`src/inc/lcrb_pkg.sv`:
```
// Shared constants for the LCD control register bank and its host end
package lcrb_pkg;
  // Register widths
  localparam int SCRL_W = 6;
  localparam int COL_W = 8;
  localparam int PAGE_W = 4;
  localparam int BIAS_W = 2;
  localparam int TEMP_W = 2;
  localparam int TRIM_W = 8;
  localparam int PWR_W = 3;
  localparam int ADDR_W = 3;
  localparam int DISP_W = 3;
  // Reset values
  localparam logic [SCRL_W-1:0] SCRL_RST = 6'h00;
  localparam logic [COL_W-1:0] COL_RST = 8'h00;
  localparam logic [PAGE_W-1:0] PAGE_RST = 4'h0;
  localparam logic [BIAS_W-1:0] BIAS_RST = 2'h3;
  localparam logic [TEMP_W-1:0] TEMP_RST = 2'h0;
  localparam logic [TRIM_W-1:0] TRIM_RST = 8'hc0;
  localparam logic [PWR_W-1:0] PWR_RST = 3'h6;
  localparam logic [ADDR_W-1:0] ADDR_RST = 3'h1;
  localparam logic [DISP_W-1:0] DISP_RST = 3'h0;
  // Pointer limits, zero based
  localparam logic [COL_W-1:0] COL_MAX = 8'h83;
  localparam logic [PAGE_W-1:0] PAGE_MAX = 4'h8;
  // Field positions
  localparam int ADDR_WRAP = 0;
  localparam int ADDR_ORDER = 1;
  localparam int ADDR_DIR = 2;
  localparam int DISP_INV = 0;
  localparam int DISP_ALL = 1;
  localparam int DISP_ON = 2;
  localparam int PWR_LOAD = 0;
  localparam int PWR_SRC_LO = 1;
  localparam logic [1:0] PWR_SRC_EXT = 2'h0;
  localparam logic [1:0] PWR_SRC_PUMP = 2'h3;
  localparam logic [3:0] BIAS_BASE = 4'h6;
  // Command byte patterns, upper bits compared
  localparam logic [3:0] OP_COL_LSB = 4'h0;
  localparam logic [3:0] OP_COL_MSB = 4'h1;
  localparam logic [5:0] OP_TEMP = 6'h09;
  localparam logic [4:0] OP_PWR = 5'h05;
  localparam logic [1:0] OP_SCRL = 2'h1;
  localparam logic [3:0] OP_PAGE = 4'hb;
  localparam logic [7:0] OP_TRIM = 8'h81;
  localparam logic [5:0] OP_BIAS = 6'h3a;
  localparam logic [4:0] OP_ADDR = 5'h11;
  localparam logic [4:0] OP_DISP = 5'h14;
  localparam logic [7:0] OP_RESET = 8'he2;
  // Host APB map
  localparam logic [7:0] HOST_CMD_ADDR = 8'h00;
  localparam logic [7:0] HOST_STAT_ADDR = 8'h04;
  localparam int HOST_CD_BIT = 8;
endpackage

```
`src/inc/lcrb_link_if.sv`:
```
// Command byte link between host end and register bank
`timescale 1ns/10ps
`default_nettype none
interface lcrb_link_if;
  logic valid;
  logic ready;
  logic cd;
  logic [7:0] data;
  modport dev (input valid, input cd, input data, output ready);
  modport host (output valid, output cd, output data, input ready);
endinterface
`default_nettype wire

```
`src/design/lcrb_dev.sv`:
```
// Device end: LCD control register bank with command decode
//
// Functional notes
// - Scroll shifts image up, 0 to 63
// - Scroll range host duty; icon unaffected
// - 8-bit column pointer, host uses 0-131
// - 4-bit page pointer, host uses 0-8
// - Bias code selects ratio 6..9, reset 3
// - Temperature slope code, reset 0
// - 8-bit voltage trim, reset c0
// - Power bit 0 selects panel load
// - Power bits 2:1 select supply, reset 6
// - Address bit 0 enables pointer wrap
// - Address bit 1 picks increment order
// - Address bit 2 sets page direction
// - Display bit 0 inverts pixels
// - Display bit 1 forces all pixels on
// - Display bit 2 on; off means sleep
// - Electrode indices are zero based
// - Defaults load on power and soft reset
// - Host writes registers only by commands
//
// Added by the designer: the register addresses and the APB slave port.
`timescale 1ns/10ps
`default_nettype none
module lcrb_dev (
  // Clock and reset
  input wire logic clk,
  input wire logic rst_n,
  // Link from host
  lcrb_link_if.dev lnk,
  // Display memory write
  output logic ram_wr,
  output logic [7:0] ram_wdata,
  output logic [lcrb_pkg::COL_W-1:0] ram_col,
  output logic [lcrb_pkg::PAGE_W-1:0] ram_page,
  // Scan path
  input wire logic [lcrb_pkg::SCRL_W-1:0] scan_row,
  input wire logic pixel_in,
  input wire logic icon_in,
  output logic [lcrb_pkg::SCRL_W-1:0] mem_row,
  output logic pixel_out,
  output logic icon_driver_output,
  // Register values
  output logic [lcrb_pkg::SCRL_W-1:0] scroll_line_offset,
  output logic [lcrb_pkg::COL_W-1:0] ram_column_pointer,
  output logic [lcrb_pkg::PAGE_W-1:0] ram_row_group_pointer,
  output logic [lcrb_pkg::BIAS_W-1:0] drive_bias_ratio,
  output logic [lcrb_pkg::TEMP_W-1:0] temperature_slope,
  output logic [lcrb_pkg::TRIM_W-1:0] lcd_voltage_trim,
  output logic [lcrb_pkg::PWR_W-1:0] power_setup,
  output logic [lcrb_pkg::ADDR_W-1:0] addr_step_config,
  output logic [lcrb_pkg::DISP_W-1:0] display_config,
  // Decoded controls
  output logic [3:0] bias_ratio_value,
  output logic heavy_load,
  output logic ext_vlcd,
  output logic pump_on,
  output logic display_on,
  output logic sleep_mode
);
  localparam int SW = lcrb_pkg::SCRL_W;
  localparam int CW = lcrb_pkg::COL_W;
  localparam int PW = lcrb_pkg::PAGE_W;

  logic [SW-1:0] scrl_r, scrl_nxt;
  logic [CW-1:0] col_r, col_nxt;
  logic [PW-1:0] page_r, page_nxt;
  logic [lcrb_pkg::BIAS_W-1:0] bias_r, bias_nxt;
  logic [lcrb_pkg::TEMP_W-1:0] temp_r, temp_nxt;
  logic [lcrb_pkg::TRIM_W-1:0] trim_r, trim_nxt;
  logic [lcrb_pkg::PWR_W-1:0] pwr_r, pwr_nxt;
  logic [lcrb_pkg::ADDR_W-1:0] addr_r, addr_nxt;
  logic [lcrb_pkg::DISP_W-1:0] disp_r, disp_nxt;
  logic trim_pend_r, trim_pend_nxt;
  logic wr_r, wr_nxt;
  logic [7:0] wd_r, wd_nxt;
  logic [CW-1:0] wc_r, wc_nxt;
  logic [PW-1:0] wp_r, wp_nxt;
  logic [SW-1:0] row_r, row_nxt;
  logic pix_r, pix_nxt;
  logic icon_r, icon_nxt;
  logic take;
  logic [7:0] b;
  logic wrap, dir;

  // Column step; end of row reports a carry
  function automatic logic [CW:0] col_step(input logic [CW-1:0] c);
    if (c >= lcrb_pkg::COL_MAX)
      col_step = {1'b1, {CW{1'b0}}};
    else
      col_step = {1'b0, c + {{(CW-1){1'b0}}, 1'b1}};
  endfunction

  // Page step in the chosen direction; leaving 0..8 reports a carry
  function automatic logic [PW:0] page_step(input logic [PW-1:0] p,
                                            input logic down);
    if (!down && p >= lcrb_pkg::PAGE_MAX)
      page_step = {1'b1, {PW{1'b0}}};
    else if (down && (p == {PW{1'b0}} || p > lcrb_pkg::PAGE_MAX))
      page_step = {1'b1, lcrb_pkg::PAGE_MAX};
    else if (down)
      page_step = {1'b0, p - {{(PW-1){1'b0}}, 1'b1}};
    else
      page_step = {1'b0, p + {{(PW-1){1'b0}}, 1'b1}};
  endfunction

  assign lnk.ready = 1'b1;
  assign take = lnk.valid && lnk.ready;
  assign b = lnk.data;
  assign wrap = addr_r[lcrb_pkg::ADDR_WRAP];
  assign dir = addr_r[lcrb_pkg::ADDR_DIR];

  always_comb
  begin
    logic [CW:0] cs;
    logic [PW:0] ps;
    cs = col_step(col_r);
    ps = page_step(page_r, dir);
    scrl_nxt = scrl_r;
    col_nxt = col_r;
    page_nxt = page_r;
    bias_nxt = bias_r;
    temp_nxt = temp_r;
    trim_nxt = trim_r;
    pwr_nxt = pwr_r;
    addr_nxt = addr_r;
    disp_nxt = disp_r;
    trim_pend_nxt = trim_pend_r;
    wr_nxt = 1'b0;
    wd_nxt = wd_r;
    wc_nxt = wc_r;
    wp_nxt = wp_r;
    // Every field loads only on an accepted byte; the column pointer takes one nibble per command
    if (take && lnk.cd)
    begin
      wr_nxt = 1'b1;
      wd_nxt = b;
      wc_nxt = col_r;
      wp_nxt = page_r;
      if (!addr_r[lcrb_pkg::ADDR_ORDER])
      begin
        if (!cs[CW])
          col_nxt = cs[CW-1:0];
        else if (wrap)
        begin
          col_nxt = cs[CW-1:0];
          page_nxt = ps[PW-1:0];
        end
      end
      else
      begin
        if (!ps[PW])
          page_nxt = ps[PW-1:0];
        else if (wrap)
        begin
          page_nxt = ps[PW-1:0];
          col_nxt = cs[CW-1:0];
        end
      end
    end
    else if (take && trim_pend_r)
    begin
      // Second byte of the trim command
      trim_nxt = b;
      trim_pend_nxt = 1'b0;
    end
    else if (take)
    begin
      if (b == lcrb_pkg::OP_RESET)
      begin
        scrl_nxt = lcrb_pkg::SCRL_RST;
        col_nxt = lcrb_pkg::COL_RST;
        page_nxt = lcrb_pkg::PAGE_RST;
        bias_nxt = lcrb_pkg::BIAS_RST;
        temp_nxt = lcrb_pkg::TEMP_RST;
        trim_nxt = lcrb_pkg::TRIM_RST;
        pwr_nxt = lcrb_pkg::PWR_RST;
        addr_nxt = lcrb_pkg::ADDR_RST;
        disp_nxt = lcrb_pkg::DISP_RST;
      end
      else if (b == lcrb_pkg::OP_TRIM)
        trim_pend_nxt = 1'b1;
      else if (b[7:4] == lcrb_pkg::OP_COL_LSB)
        col_nxt = {col_r[7:4], b[3:0]};
      else if (b[7:4] == lcrb_pkg::OP_COL_MSB)
        col_nxt = {b[3:0], col_r[3:0]};
      else if (b[7:2] == lcrb_pkg::OP_TEMP)
        temp_nxt = b[1:0];
      else if (b[7:3] == lcrb_pkg::OP_PWR)
        pwr_nxt = b[2:0];
      else if (b[7:6] == lcrb_pkg::OP_SCRL)
        scrl_nxt = b[5:0];
      else if (b[7:4] == lcrb_pkg::OP_PAGE)
        page_nxt = b[3:0];
      else if (b[7:2] == lcrb_pkg::OP_BIAS)
        bias_nxt = b[1:0];
      else if (b[7:3] == lcrb_pkg::OP_ADDR)
        addr_nxt = b[2:0];
      else if (b[7:3] == lcrb_pkg::OP_DISP)
        disp_nxt = b[2:0];
    end
  end

  always_ff @(posedge clk)
  begin
    if (!rst_n)
    begin
      scrl_r <= lcrb_pkg::SCRL_RST;
      col_r <= lcrb_pkg::COL_RST;
      page_r <= lcrb_pkg::PAGE_RST;
      bias_r <= lcrb_pkg::BIAS_RST;
      temp_r <= lcrb_pkg::TEMP_RST;
      trim_r <= lcrb_pkg::TRIM_RST;
      pwr_r <= lcrb_pkg::PWR_RST;
      addr_r <= lcrb_pkg::ADDR_RST;
      disp_r <= lcrb_pkg::DISP_RST;
      trim_pend_r <= 1'b0;
      wr_r <= 1'b0;
      wd_r <= 8'h00;
      wc_r <= lcrb_pkg::COL_RST;
      wp_r <= lcrb_pkg::PAGE_RST;
    end
    else
    begin
      scrl_r <= scrl_nxt;
      col_r <= col_nxt;
      page_r <= page_nxt;
      bias_r <= bias_nxt;
      temp_r <= temp_nxt;
      trim_r <= trim_nxt;
      pwr_r <= pwr_nxt;
      addr_r <= addr_nxt;
      disp_r <= disp_nxt;
      trim_pend_r <= trim_pend_nxt;
      wr_r <= wr_nxt;
      wd_r <= wd_nxt;
      wc_r <= wc_nxt;
      wp_r <= wp_nxt;
    end
  end

  // Scan path: one cycle from scan_row and pixel_in to outputs
  always_comb
  begin
    // Row index wraps modulo 64, rows zero based
    row_nxt = scan_row + scrl_r;
    if (!disp_r[lcrb_pkg::DISP_ON])
      pix_nxt = 1'b0;
    else if (disp_r[lcrb_pkg::DISP_ALL])
      pix_nxt = 1'b1;
    else
      pix_nxt = pixel_in ^ disp_r[lcrb_pkg::DISP_INV];
    // Icon never goes through the scroll offset
    icon_nxt = icon_in && disp_r[lcrb_pkg::DISP_ON];
  end

  always_ff @(posedge clk)
  begin
    if (!rst_n)
    begin
      row_r <= {SW{1'b0}};
      pix_r <= 1'b0;
      icon_r <= 1'b0;
    end
    else
    begin
      row_r <= row_nxt;
      pix_r <= pix_nxt;
      icon_r <= icon_nxt;
    end
  end

  assign ram_wr = wr_r;
  assign ram_wdata = wd_r;
  assign ram_col = wc_r;
  assign ram_page = wp_r;
  assign mem_row = row_r;
  assign pixel_out = pix_r;
  assign icon_driver_output = icon_r;
  assign scroll_line_offset = scrl_r;
  assign ram_column_pointer = col_r;
  assign ram_row_group_pointer = page_r;
  assign drive_bias_ratio = bias_r;
  assign temperature_slope = temp_r;
  assign lcd_voltage_trim = trim_r;
  assign power_setup = pwr_r;
  assign addr_step_config = addr_r;
  assign display_config = disp_r;
  assign bias_ratio_value = lcrb_pkg::BIAS_BASE + {2'b00, bias_r};
  assign heavy_load = pwr_r[lcrb_pkg::PWR_LOAD];
  assign ext_vlcd = pwr_r[lcrb_pkg::PWR_SRC_LO+1 -: 2] ==
    lcrb_pkg::PWR_SRC_EXT;
  assign pump_on = pwr_r[lcrb_pkg::PWR_SRC_LO+1 -: 2] ==
    lcrb_pkg::PWR_SRC_PUMP;
  assign display_on = disp_r[lcrb_pkg::DISP_ON];
  assign sleep_mode = !disp_r[lcrb_pkg::DISP_ON];
endmodule
`default_nettype wire

```
`src/flat_wrapper.sv`:
```
// flat-port wrapper written by rule: the top's interface ports become plain ports
module lcrb_dev_flat 
  (clk, rst_n, ram_wr, ram_wdata, ram_col, ram_page, scan_row, pixel_in, icon_in, mem_row, pixel_out, icon_driver_output, scroll_line_offset, ram_column_pointer, ram_row_group_pointer, drive_bias_ratio, temperature_slope, lcd_voltage_trim, power_setup, addr_step_config, display_config, bias_ratio_value, heavy_load, ext_vlcd, pump_on, display_on, sleep_mode, lnk_valid, lnk_cd, lnk_data, lnk_ready);
  lcrb_link_if lnk_i ();
  input wire logic clk;
  input wire logic rst_n;
  output logic ram_wr;
  output logic [7:0] ram_wdata;
  output logic [lcrb_pkg::COL_W-1:0] ram_col;
  output logic [lcrb_pkg::PAGE_W-1:0] ram_page;
  input wire logic [lcrb_pkg::SCRL_W-1:0] scan_row;
  input wire logic pixel_in;
  input wire logic icon_in;
  output logic [lcrb_pkg::SCRL_W-1:0] mem_row;
  output logic pixel_out;
  output logic icon_driver_output;
  output logic [lcrb_pkg::SCRL_W-1:0] scroll_line_offset;
  output logic [lcrb_pkg::COL_W-1:0] ram_column_pointer;
  output logic [lcrb_pkg::PAGE_W-1:0] ram_row_group_pointer;
  output logic [lcrb_pkg::BIAS_W-1:0] drive_bias_ratio;
  output logic [lcrb_pkg::TEMP_W-1:0] temperature_slope;
  output logic [lcrb_pkg::TRIM_W-1:0] lcd_voltage_trim;
  output logic [lcrb_pkg::PWR_W-1:0] power_setup;
  output logic [lcrb_pkg::ADDR_W-1:0] addr_step_config;
  output logic [lcrb_pkg::DISP_W-1:0] display_config;
  output logic [3:0] bias_ratio_value;
  output logic heavy_load;
  output logic ext_vlcd;
  output logic pump_on;
  output logic display_on;
  output logic sleep_mode;
  input wire logic [$bits(lnk_i.valid)-1:0] lnk_valid;
  input wire logic [$bits(lnk_i.cd)-1:0] lnk_cd;
  input wire logic [$bits(lnk_i.data)-1:0] lnk_data;
  output wire logic [$bits(lnk_i.ready)-1:0] lnk_ready;
  assign lnk_i.valid = lnk_valid;
  assign lnk_i.cd = lnk_cd;
  assign lnk_i.data = lnk_data;
  assign lnk_ready = lnk_i.ready;
  lcrb_dev u_core (.clk(clk), .rst_n(rst_n), .lnk(lnk_i), .ram_wr(ram_wr), .ram_wdata(ram_wdata), .ram_col(ram_col), .ram_page(ram_page), .scan_row(scan_row), .pixel_in(pixel_in), .icon_in(icon_in), .mem_row(mem_row), .pixel_out(pixel_out), .icon_driver_output(icon_driver_output), .scroll_line_offset(scroll_line_offset), .ram_column_pointer(ram_column_pointer), .ram_row_group_pointer(ram_row_group_pointer), .drive_bias_ratio(drive_bias_ratio), .temperature_slope(temperature_slope), .lcd_voltage_trim(lcd_voltage_trim), .power_setup(power_setup), .addr_step_config(addr_step_config), .display_config(display_config), .bias_ratio_value(bias_ratio_value), .heavy_load(heavy_load), .ext_vlcd(ext_vlcd), .pump_on(pump_on), .display_on(display_on), .sleep_mode(sleep_mode));
endmodule
```
`config.mk`:
```
export PLATFORM = sky130hd
export DESIGN_NAME = lcrb_dev_flat
export DESIGN_NICKNAME = d
export VERILOG_FILES = /design/src/inc/lcrb_pkg.sv /design/src/inc/lcrb_link_if.sv /design/src/design/lcrb_dev.sv /design/src/flat_wrapper.sv
export SDC_FILE = /design/constraint.sdc
export NUM_CORES = 1
export LEC_CHECK = 0
export BUFFER_PORTS_ARGS = -buffer_cell sky130_fd_sc_hd__buf_2
export CAP_MARGIN = 30
export CORE_UTILIZATION = 56
export DETAILED_ROUTE_END_ITERATION = 8
export PLACE_DENSITY = 0.87
export SYNTH_ARGS = -nofsm -noshare
export SYNTH_HDL_FRONTEND = slang
export SYNTH_SLANG_ARGS = --single-unit
```
`constraint.sdc`:
```
create_clock -name clk -period 4.4 [get_ports clk]
set_input_delay 0.44 -clock clk [delete_from_list [all_inputs] [get_ports clk]]
set_output_delay 0.44 -clock clk [all_outputs]
set_load 0.05 [all_outputs]
```
==> out/summary.txt, run 1 <==
GR Util All Layers: 0.294
Post-CTS Resized: 0
LEAKAGE: 1.78 nW
hold path endpoint: u_core.icon_driver_output$_SDFF_PN0_
Synth Cell Area: 3510 um^2
1st-iter DRT viols: 245
hold path startpoint: icon_in
Crit. End Element: flip-flop
post-synthesis xor/xnor area fraction: 0.0250
Worst path max stage delay: 0.65 ns
final hold vios: 0
Hold-fix buffers, CTS: 0
final wirelength: 9.09 mm
Std-Cell Rows: 28
CP max-delay cell: clkinv_1
routed vias: 3423
final setup fails: 0
Clk Latency, worst-skew pair: 0.35 ns
Clock Tree Root: clkbuf_8
DR WL/cell: 15.8 um
Worst EP required: 4.69 ns
post-detail-place hpwl: 6.42 mm
largest cells by area after synthesis: dfxtp_1 (39%), nand2_1 (7.7%), a21oi_1 (5.0%)
Diodes inserted: 0
number of CTS-inserted buffers: 9
post-synth top area share: 0.394
Final Max Tran Viols: 0
Peak VDD IR: 0.000219 V
Crit Path Max Fanout: 37
tightest hold margin: 0.343 ns
GRT overflow: 0
simple-gate share of the synthesized area: 0.269
Final Wtd Congestion: 0.887
crit-path cells: buf_2 -> clkinv_1 -> buf_4 -> a21oi_1 -> a22o_1
# fillers: 490
predominant post-synthesis flop cell: dfxtp_1
area delta synth->final: 17.9%
Yosys top cell by area: dfxtp_1
Die W: 81.2 um
core area: 5990 um^2
Async S/R FF share, synth: 0
post-synthesis adder-cell area fraction: 0.0399
R2R depth: 5
Synth cell types: 63
Initial Util: 0.586
number of synthesized flops with an enable pin: 0
die area: 6590 um^2
drt pass-1 iters: 5
WS Path Type: input port to flip-flop
TNS Setup: 0 ns
Layout Nets: 527
largest family of logic cells by synthesized area: simple AND/OR/NAND/NOR gates
PortBufs: 96
synthesized instance count: 422
relative slew slack: 0.346
antenna violations before repair: 0
Bufs on Longest Clock Path: 2
clk_skew: 0.0138 ns
Seq/Total Area, Yosys: 0.394
fmax: 447 MHz
most common cell in the netlist: nand2_1
pwr/cell area: 327 nW/um^2
Yosys warnings: 0
remaining routing DRC violations: 0
Clk pin slew, worst setup/hold paths: 0.07 ns
final core utilization: 0.690
die height: 81.2 um
number of global-route vias before repair: 2995
syn avg cell area: 8.32 um^2
Hold WC Path Type: input port to flip-flop
R2R Setup Slk: 2.30 ns
pin count of the biggest net entering global routing: 38
first-pass GRT wire length: 14.8 mm
RSZ-0062 raised after global routing: false
compound-cell area share of the yosys netlist: 0.180
max_cap viols: 0
ANT nets after route: 0
Critical Path AT: 2.52 ns
IO Pins: 98
FF+latch count, synth: 69
crit start category: input port
outcome: finished clean
post-route clock period utilization: 0.508
mux share of post-synthesis cell area: 0.0317
post-synth net total: 452
top cells by count, synth: nand2_1 (72), dfxtp_1 (69), a21oi_1 (35)
layout cells sized above 1: 0.259
H-tree level count: 3
hold path depth: 2
FF-to-FF Start: u_core.addr_step_config[2]$_SDFFE_PN0P_
clock sink total: 69
Setup Buffers After CTS: 0
CTS tree: built
R2R Path End: u_core.ram_column_pointer[1]$_SDFFE_PN0P_
Slew @ Worst Pin: 0.978 ns
clock period minus worst slack: 2.23 ns
drt via density: 5.94
[area by class of cell]
| class | instances | area (um^2) | area share |
|---|---|---|---|
| Clock inverter | 3 | 45.0 | 0.0109 |
| Multi-Input combinational cell | 306 | 1920 | 0.463 |
| Clock buffer | 12 | 155 | 0.0375 |
| Inverter | 13 | 48.8 | 0.0118 |
| Sequential cell | 69 | 1380 | 0.334 |
| Tap cell | 75 | 93.8 | 0.0227 |
| Timing Repair Buffer | 98 | 495 | 0.120 |
[worst max path at each step]
stage	startpoint	endpoint	slack (ns)
floorplan	u_core.addr_step_config[2]$_SDFFE_PN0P_	u_core.ram_column_pointer[3]$_SDFFE_PN0P_	2.15
detailed placement	rst_n	u_core.ram_column_pointer[3]$_SDFFE_PN0P_	1.90
global route	rst_n	u_core.ram_column_pointer[1]$_SDFFE_PN0P_	1.98
global placement	rst_n	u_core.ram_column_pointer[1]$_SDFFE_PN0P_	2.04
CTS	rst_n	u_core.ram_column_pointer[1]$_SDFFE_PN0P_	2.23
finish	rst_n	u_core.ram_column_pointer[1]$_SDFFE_PN0P_	2.17
[routing by layer]
| metal | vias to the layer above | GRT usage | share of wire |
|---|---|---|---|
| met5 | - | 0 | 0 |
| met4 | 0 | 0.0893 | 0.013 |
| met3 | 11 | 0.0640 | 0.068 |
| met2 | 143 | 0.473 | 0.48 |
| met1 | 1617 | 0.391 | 0.44 |
| li1 | 1652 | - | - |
[state kept, by name (all words and copies together) (netlist names), 2 cells and up]
signal	cells
u_core.ram_row_group_pointer	4
u_core.addr_step_config	3
u_core.display_config	3
u_core.lcd_voltage_trim	8
u_core.power_setup	3
u_core.scroll_line_offset	6
u_core.ram_page	4
u_core.ram_col	8
u_core.mem_row	6
u_core.ram_column_pointer	8
u_core.ram_wdata	8
u_core.drive_bias_ratio	2
u_core.temperature_slope	2
[stage by stage]
stage                     setup slack, ns  instances  power, mW  instance area (um^2)
after detailed placement             1.90        561      0.841                  3940
after global routing                 1.98        576       1.41                  4140
after global placement               2.04        561      0.837                  3940
final                                2.17        576       1.35                  4140
after CTS                            2.23        576       1.36                  4140
after floorplan                      2.15        422      0.797                  3510
[critical path: cells and delay by family]
family	cells	cell delay [ns]
compound gates	2	0.48
buf+inv	3	1.58
[cell usage in the layout (no fill, tap or decap), drive strengths merged, types with 10 or more instances in the layout]
cell type and instances:
o21ai 17, buf 98, nand2 72, nand4 15
nand3 16, nor2 23, a21oi 35, inv 12
clkbuf 12, dfxtp 69, mux2i 10
[logic make-up after synthesis]
group / Yosys count
AND/OR/NAND/NOR: 180
adder cells (fa/ha/maj): 10
flip-flops: 69
AO/OA/AOI/OAI: 94
buffers and inverters: 47
other: 1
XOR/XNOR: 10
multiplexers: 11
[power by group]
| part | leakage (nW) | internal [mW] | switching (mW) |
|---|---|---|---|
| registers | 0.560 | 0.638 | 0.0107 |
| clock network | 0.0947 | 0.290 | 0.235 |
| logic | 1.13 | 0.0480 | 0.133 |
| total | 1.78 | 0.975 | 0.379 |
Power figures use the tool's default switching activity.
==> inputs of run 2 (changes only) <==
--- a/config.mk
+++ b/config.mk
@@ -7,9 +7,9 @@
 export LEC_CHECK = 0
 export BUFFER_PORTS_ARGS = -buffer_cell sky130_fd_sc_hd__buf_2
 export CAP_MARGIN = 30
-export CORE_UTILIZATION = 56
+export CORE_UTILIZATION = 47
 export DETAILED_ROUTE_END_ITERATION = 8
-export PLACE_DENSITY = 0.87
+export PLACE_DENSITY = 0.78
 export SYNTH_ARGS = -nofsm -noshare
 export SYNTH_HDL_FRONTEND = slang
 export SYNTH_SLANG_ARGS = --single-unit
==> constraint.sdc (replaced) <==
create_clock -name clk -period 1.9 [get_ports clk]
set_input_delay 0.19 -clock clk [delete_from_list [all_inputs] [get_ports clk]]
set_output_delay 0.19 -clock clk [all_outputs]
set_load 0.05 [all_outputs]
==> run 2 against run 1 <==
Setup slack got worse by 2.1 ns. Design area increased by 7.6%. Via count up 3.2%. Critical path type is now flip-flop to flip-flop. Largest power group unchanged.
==> out/summary.txt, run 2 (synthesized netlist as in run 1, its figures left out) <==
outcome: finished clean (unchanged)
clock period minus worst slack: 1.88 ns
CTS tree: built (unchanged)
H-tree level count: 3 (unchanged)
pin count of the biggest net entering global routing: 37 (was 38)
Clk Latency, worst-skew pair: 0.35 ns (about the same)
number of CTS-inserted buffers: 9 (unchanged)
Std-Cell Rows: 31 (was 28)
Layout Nets: 560 (was 527)
core area: 7250 um^2 (was 5990 um^2)
Clock Tree Root: clkbuf_8 (unchanged)
Initial Util: 0.484 (was 0.586)
Bufs on Longest Clock Path: 2 (unchanged)
hold path depth: 2 (unchanged)
GRT overflow: 0 (unchanged)
final core utilization: 0.614 (was 0.690)
hold path startpoint: icon_in (unchanged)
max_cap viols: 0 (unchanged)
Setup Buffers After CTS: 0 (unchanged)
die area: 7820 um^2 (was 6590 um^2)
GR Util All Layers: 0.266 (was 0.294)
Die W: 88.4 um (was 81.2 um)
PortBufs: 96 (unchanged)
Worst path max stage delay: 0.36 ns (was 0.65 ns)
routed vias: 3531 (was 3423)
1st-iter DRT viols: 190 (was 245)
CP max-delay cell: nor4b_4 (was clkinv_1)
leading cell types in the layout, fill and taps excluded: buf_2 (96), nand2_1 (72), dfxtp_1 (61), buf_4 (35), a21oi_1 (34) (was buf_2 (96), nand2_1 (72), dfxtp_1 (69), a21oi_1 (35), nor2_1 (23))
Worst EP required: 2.15 ns (was 4.69 ns)
pwr/cell area: 720 nW/um^2 (was 327 nW/um^2)
R2R Setup Slk: 0.02 ns (was 2.30 ns)
first-pass GRT wire length: 15.9 mm (was 14.8 mm)
tightest hold margin: 0.0795 ns (was 0.343 ns)
crit-path cells: nor4b_4 -> mux2_4 -> a22o_2 -> and2_1 -> a22o_1 (was buf_2 -> clkinv_1 -> buf_4 -> a21oi_1 -> a22o_1)
Peak VDD IR: 0.000489 V (was 0.000219 V)
crit start category: flip-flop (was input port)
R2R Path End: u_core.ram_column_pointer[3]$_SDFFE_PN0P_ (was u_core.ram_column_pointer[1]$_SDFFE_PN0P_)
post-detail-place hpwl: 7.27 mm (was 6.42 mm)
Hold WC Path Type: input port to flip-flop (unchanged)
ANT nets after route: 0 (unchanged)
final setup fails: 0 (unchanged)
Clk pin slew, worst setup/hold paths: 0.08 ns (was 0.07 ns)
drt pass-1 iters: 6 (was 5)
IO Pins: 98 (unchanged)
clock sink total: 69 (unchanged)
final hold vios: 0 (unchanged)
hold path endpoint: u_core.icon_driver_output$_SDFF_PN0_ (unchanged)
Final Wtd Congestion: 0.903 (was 0.887)
fmax: 531 MHz
Worst Setup SP: u_core.ram_row_group_pointer[1]$_SDFFE_PN0P_ (was rst_n)
number of global-route vias before repair: 3271 (was 2995)
Crit Path Max Fanout: 5 (was 37)
drt via density: 5.57 (was 5.94)
area delta synth->final: 26.8% (was 17.9%)
Diodes inserted: 0 (unchanged)
WS Path Type: flip-flop to flip-flop (was input port to flip-flop)
PnR Total Power: 3.21 mW (was 1.35 mW)
Final Max Tran Viols: 0 (unchanged)
FF-to-FF Start: u_core.ram_row_group_pointer[1]$_SDFFE_PN0P_ (was u_core.addr_step_config[2]$_SDFFE_PN0P_)
commonest non-fill, non-tap cell in the layout: buf_2 (unchanged)
Crit. End Element: flip-flop (unchanged)
post-route clock period utilization: 0.992
LEAKAGE: 1.96 nW (was 1.78 nW)
clk_skew: 0.0114 ns (was 0.0138 ns)
layout cells sized above 1: 0.325 (was 0.259)
die height: 88.4 um (was 81.2 um)
final wirelength: 9.83 mm (was 9.09 mm)
Critical Path AT: 2.13 ns (was 2.52 ns)
remaining routing DRC violations: 0 (unchanged)
R2R depth: 5 (unchanged)
crit path buf inv count: 0 (was 3)
DR WL/cell: 15.5 um (was 15.8 um)
family with the most delay on the worst path: simple AND/OR/NAND/NOR gates (was buffers and inverters)
antenna violations before repair: 0 (unchanged)
[run 2: worst max path at each step]
stage                                                           end  cells past startpoint
after floorplan           u_core.ram_column_pointer[3]$_SDFFE_PN0P_                      5
final                     u_core.ram_column_pointer[3]$_SDFFE_PN0P_                      5
after detailed placement  u_core.ram_column_pointer[3]$_SDFFE_PN0P_                      5
after global placement    u_core.ram_column_pointer[3]$_SDFFE_PN0P_                      5
after global routing      u_core.ram_column_pointer[3]$_SDFFE_PN0P_                      5
after CTS                 u_core.ram_column_pointer[3]$_SDFFE_PN0P_                      5
[run 2: power breakdown]
group	internal, mW	switching, mW	total [mW]
logic	0.142	0.325	0.467
clock network	0.650	0.593	1.24
registers	1.48	0.0208	1.50
[run 2: cell type report]
| class | instances | area, um^2 |
|---|---|---|
| fill | 675 | 2800 |
| multi-input combinational | 306 | 1930 |
| sequential | 69 | 1390 |
| timing repair buffer | 131 | 743 |
| clock buffer | 10 | 138 |
| tap | 99 | 124 |
| clock inverter | 6 | 71.3 |
| inverter | 13 | 48.8 |
[run 2: metrics by stage]
| step | TNS, ns | setup slack (ns) | instances | area (um^2) |
|---|---|---|---|---|
| global placement | 0 | 0.0752 | 618 | 4240 |
| floorplan | -0.0261 | -0.0261 | 422 | 3530 |
| global route | -0.0433 | -0.0356 | 634 | 4450 |
| finish | 0 | 0.0161 | 634 | 4450 |
| CTS | 0 | 0.0225 | 634 | 4440 |
| detailed placement | 0 | 0.0338 | 618 | 4240 |
[run 2: metal layers]
layer	part of all wire	vias up	GRT usage
li1	-	1713	-
met1	0.45	1669	0.354
met2	0.47	128	0.417
met4	0.020	0	0.0953
met3	0.058	21	0.0709
met5	0	-	0
[run 2: timing repair]
| action | 4_1_cts | 5_1_grt |
|---|---|---|
| endpoints found under the setup margin | 0 | 3 |
| gates resized for setup | 0 | 2 |
| hold buffers | 0 | 0 |
==> inputs of run 3 (changes only) <==
--- a/config.mk
+++ b/config.mk
@@ -10,6 +10,7 @@
 export CORE_UTILIZATION = 47
 export DETAILED_ROUTE_END_ITERATION = 8
 export PLACE_DENSITY = 0.78
+export SETUP_SLACK_MARGIN = 0.5
 export SYNTH_ARGS = -nofsm -noshare
 export SYNTH_HDL_FRONTEND = slang
 export SYNTH_SLANG_ARGS = --single-unit
==> run 3 against run 2 <==
Clock power rose by 15%. Largest power group unchanged. Fmax rose by 4.2%. First-iteration DRC count rose by 39%. Sequential cell count did not move.
==> out/summary.txt, run 3 (synthesized netlist as in run 1, its figures left out) <==
clock period minus worst slack: 1.81 ns (was 1.88 ns)
crit path buf inv count: 0 (unchanged)
CP max-delay cell: dfxtp_4 (was nor4b_4)
IO Pins: 98 (unchanged)
die height: 88.4 um (unchanged)
R2R Path End: u_core.ram_column_pointer[6]$_SDFFE_PN0P_ (was u_core.ram_column_pointer[3]$_SDFFE_PN0P_)
WS Path Type: flip-flop to flip-flop (unchanged)
Worst path max stage delay: 0.36 ns (about the same)
first-pass GRT wire length: 16.0 mm (was 15.9 mm)
combinational power share: 0.148 (was 0.146)
drt pass-1 iters: 4 (was 6)
RSZ-0062 raised after global routing: true
post-route clock period utilization: 0.951 (was 0.992)
1st-iter DRT viols: 264 (was 190)
pin count of the biggest net entering global routing: 37 (unchanged)
GR Util All Layers: 0.268 (was 0.266)
pwr/cell area: 715 nW/um^2 (was 720 nW/um^2)
FF-to-FF Start: u_core.ram_row_group_pointer[0]$_SDFFE_PN0P_ (was u_core.ram_row_group_pointer[1]$_SDFFE_PN0P_)
TNS Setup: 0 ns (unchanged)
Worst EP required: 2.14 ns (was 2.15 ns)
H-tree level count: 3 (unchanged)
Critical Path AT: 2.05 ns (was 2.13 ns)
final hold vios: 0 (unchanged)
Clk pin slew, worst setup/hold paths: 0.08 ns (about the same)
end point of the critical path: u_core.ram_column_pointer[6]$_SDFFE_PN0P_ (was u_core.ram_column_pointer[3]$_SDFFE_PN0P_)
final wirelength: 9.89 mm (was 9.83 mm)
routed vias: 3550 (was 3531)
outcome: finished clean (unchanged)
core area: 7250 um^2 (unchanged)
Layout Nets: 566 (was 560)
crit-path cells: nor4b_4 -> mux2_4 -> a32o_2 -> and2_4 -> a32o_1 (was nor4b_4 -> mux2_4 -> a22o_2 -> and2_1 -> a22o_1)
area delta synth->final: 36.4% (was 26.8%)
family with the most delay on the worst path: simple AND/OR/NAND/NOR gates (unchanged)
number of CTS-inserted buffers: 9 (unchanged)
GRT overflow: 0 (unchanged)
hold path depth: 2 (unchanged)
CTS tree: built (unchanged)
DR WL/cell: 15.4 um (was 15.5 um)
Worst Setup SP: u_core.ram_row_group_pointer[0]$_SDFFE_PN0P_ (was u_core.ram_row_group_pointer[1]$_SDFFE_PN0P_)
crit start category: flip-flop (unchanged)
Clk Latency, worst-skew pair: 0.35 ns (about the same)
R2R Setup Slk: 0.09 ns (was 0.02 ns)
drt via density: 5.55 (was 5.57)
Initial Util: 0.484 (unchanged)
LEAKAGE: 2.07 nW (was 1.96 nW)
Die W: 88.4 um (unchanged)
remaining routing DRC violations: 0 (unchanged)
Crit. End Element: flip-flop (unchanged)
antenna violations before repair: 0 (unchanged)
final setup fails: 0 (unchanged)
post-detail-place hpwl: 6.95 mm (was 7.27 mm)
sequential power share: 0.436 (was 0.467)
max_cap viols: 0 (unchanged)
clk_skew: 0.00925 ns (was 0.0114 ns)
Std-Cell Rows: 31 (unchanged)
Diodes inserted: 0 (unchanged)
Sw Share: 0.282 (was 0.293)
Final Cell Area: 4790 um^2 (was 4450 um^2)
leading cell types in the layout, fill and taps excluded: buf_2 (95), nand2_1 (72), dfxtp_1 (53), buf_4 (34), a21oi_1 (30) (was buf_2 (96), nand2_1 (72), dfxtp_1 (61), buf_4 (35), a21oi_1 (34))
layout cells sized above 1: 0.403 (was 0.325)
number of global-route vias before repair: 3328 (was 3271)
Area after DPL: 4290 um^2 (was 4240 um^2)
R2R depth: 5 (unchanged)
clock share of power: 0.416 (was 0.388)
commonest non-fill, non-tap cell in the layout: buf_2 (unchanged)
die area: 7820 um^2 (unchanged)
PortBufs: 96 (unchanged)
fmax: 553 MHz (was 531 MHz)
Final Wtd Congestion: 0.878 (was 0.903)
Cell Int Power: 2.46 mW (was 2.27 mW)
Psw: 964 uW (was 938 uW)
Peak VDD IR: 0.000475 V (was 0.000489 V)
Levels on crit path: 5 (unchanged)
Bufs on Longest Clock Path: 2 (unchanged)
clock sink total: 69 (unchanged)
Clock Tree Root: clkbuf_8 (unchanged)
Crit Path Max Fanout: 4 (was 5)
ANT nets after route: 0 (unchanged)
Final Max Tran Viols: 0 (unchanged)
Hold WC Path Type: input port to flip-flop (unchanged)
## run 3: cell types whose count changed in the layout (fill, tap and decap cells not counted), sizes merged
cell / before / now
clkbuf: 10 / 11
bufinv: 1 / 2
buf: 131 / 136
clkinvlp: 2 / 0
inv: 13 / 14
## run 3: cell type report
class / count / area [um^2]
Inverter: 13 / 48.8
Multi-Input combinational cell: 306 / 2130
Timing Repair Buffer: 137 / 826
Fill cell: 605 / 2470
Clock buffer: 10 / 149
Clock inverter: 6 / 91.3
Tap cell: 99 / 124
Sequential cell: 69 / 1410
## run 3: routing by layer
| metal | part of all wire | global-route usage | wire, um |
|---|---|---|---|
| met5 | 0 | 0 | 0 |
| met4 | 0.018 | 0.123 | 176 |
| met3 | 0.061 | 0.0494 | 603 |
| met2 | 0.48 | 0.438 | 4740 |
| met1 | 0.44 | 0.343 | 4370 |
## run 3: worst min-delay path by stage
stage / from / end / slack (ns)
floorplan: lnk_data[1] / u_core.ram_wdata[1]$_SDFFE_PN0P_ / 0.33
global placement: icon_in / u_core.icon_driver_output$_SDFF_PN0_ / 0.43
detailed placement: icon_in / u_core.icon_driver_output$_SDFF_PN0_ / 0.44
CTS: icon_in / u_core.icon_driver_output$_SDFF_PN0_ / 0.06
global route: icon_in / u_core.icon_driver_output$_SDFF_PN0_ / 0.07
finish: icon_in / u_core.icon_driver_output$_SDFF_PN0_ / 0.07
## run 3: timing repair
action / 4_1_cts / 5_1_grt
hold buffers: 0 / 0
pin swaps: 12 / 11
resized for setup: 18 / 7
setup buffers: 17 / 3
endpoints found under the setup margin: 33 / 36
hold endpoints to repair: 0 / 0
## run 3: metrics by stage
stage | instances | util | power (mW) | setup slack, ns | hold WS, ns
2_1_floorplan | 422 | - | 1.86 | 0.104 | 0.326
3_5_place_dp | 604 | 0.592 | 2.00 | 0.0494 | 0.438
5_1_grt | 640 | 0.660 | 3.55 | 0.0280 | 0.0739
4_1_cts | 637 | 0.653 | 3.43 | 0.0922 | 0.0622
6_report | 640 | 0.660 | 3.42 | 0.0923 | 0.0733
3_3_place_gp | 604 | 0.592 | 1.99 | 0.0987 | 0.428
## run 3: power by group through the flow
stage	registers, mW	logic [mW]	clock network [mW]
CTS	1.49	0.491	1.45
global placement	1.53	0.461	0
global route	1.50	0.539	1.51
floorplan	1.63	0.229	0
detailed placement	1.53	0.468	0
finish	1.49	0.505	1.42
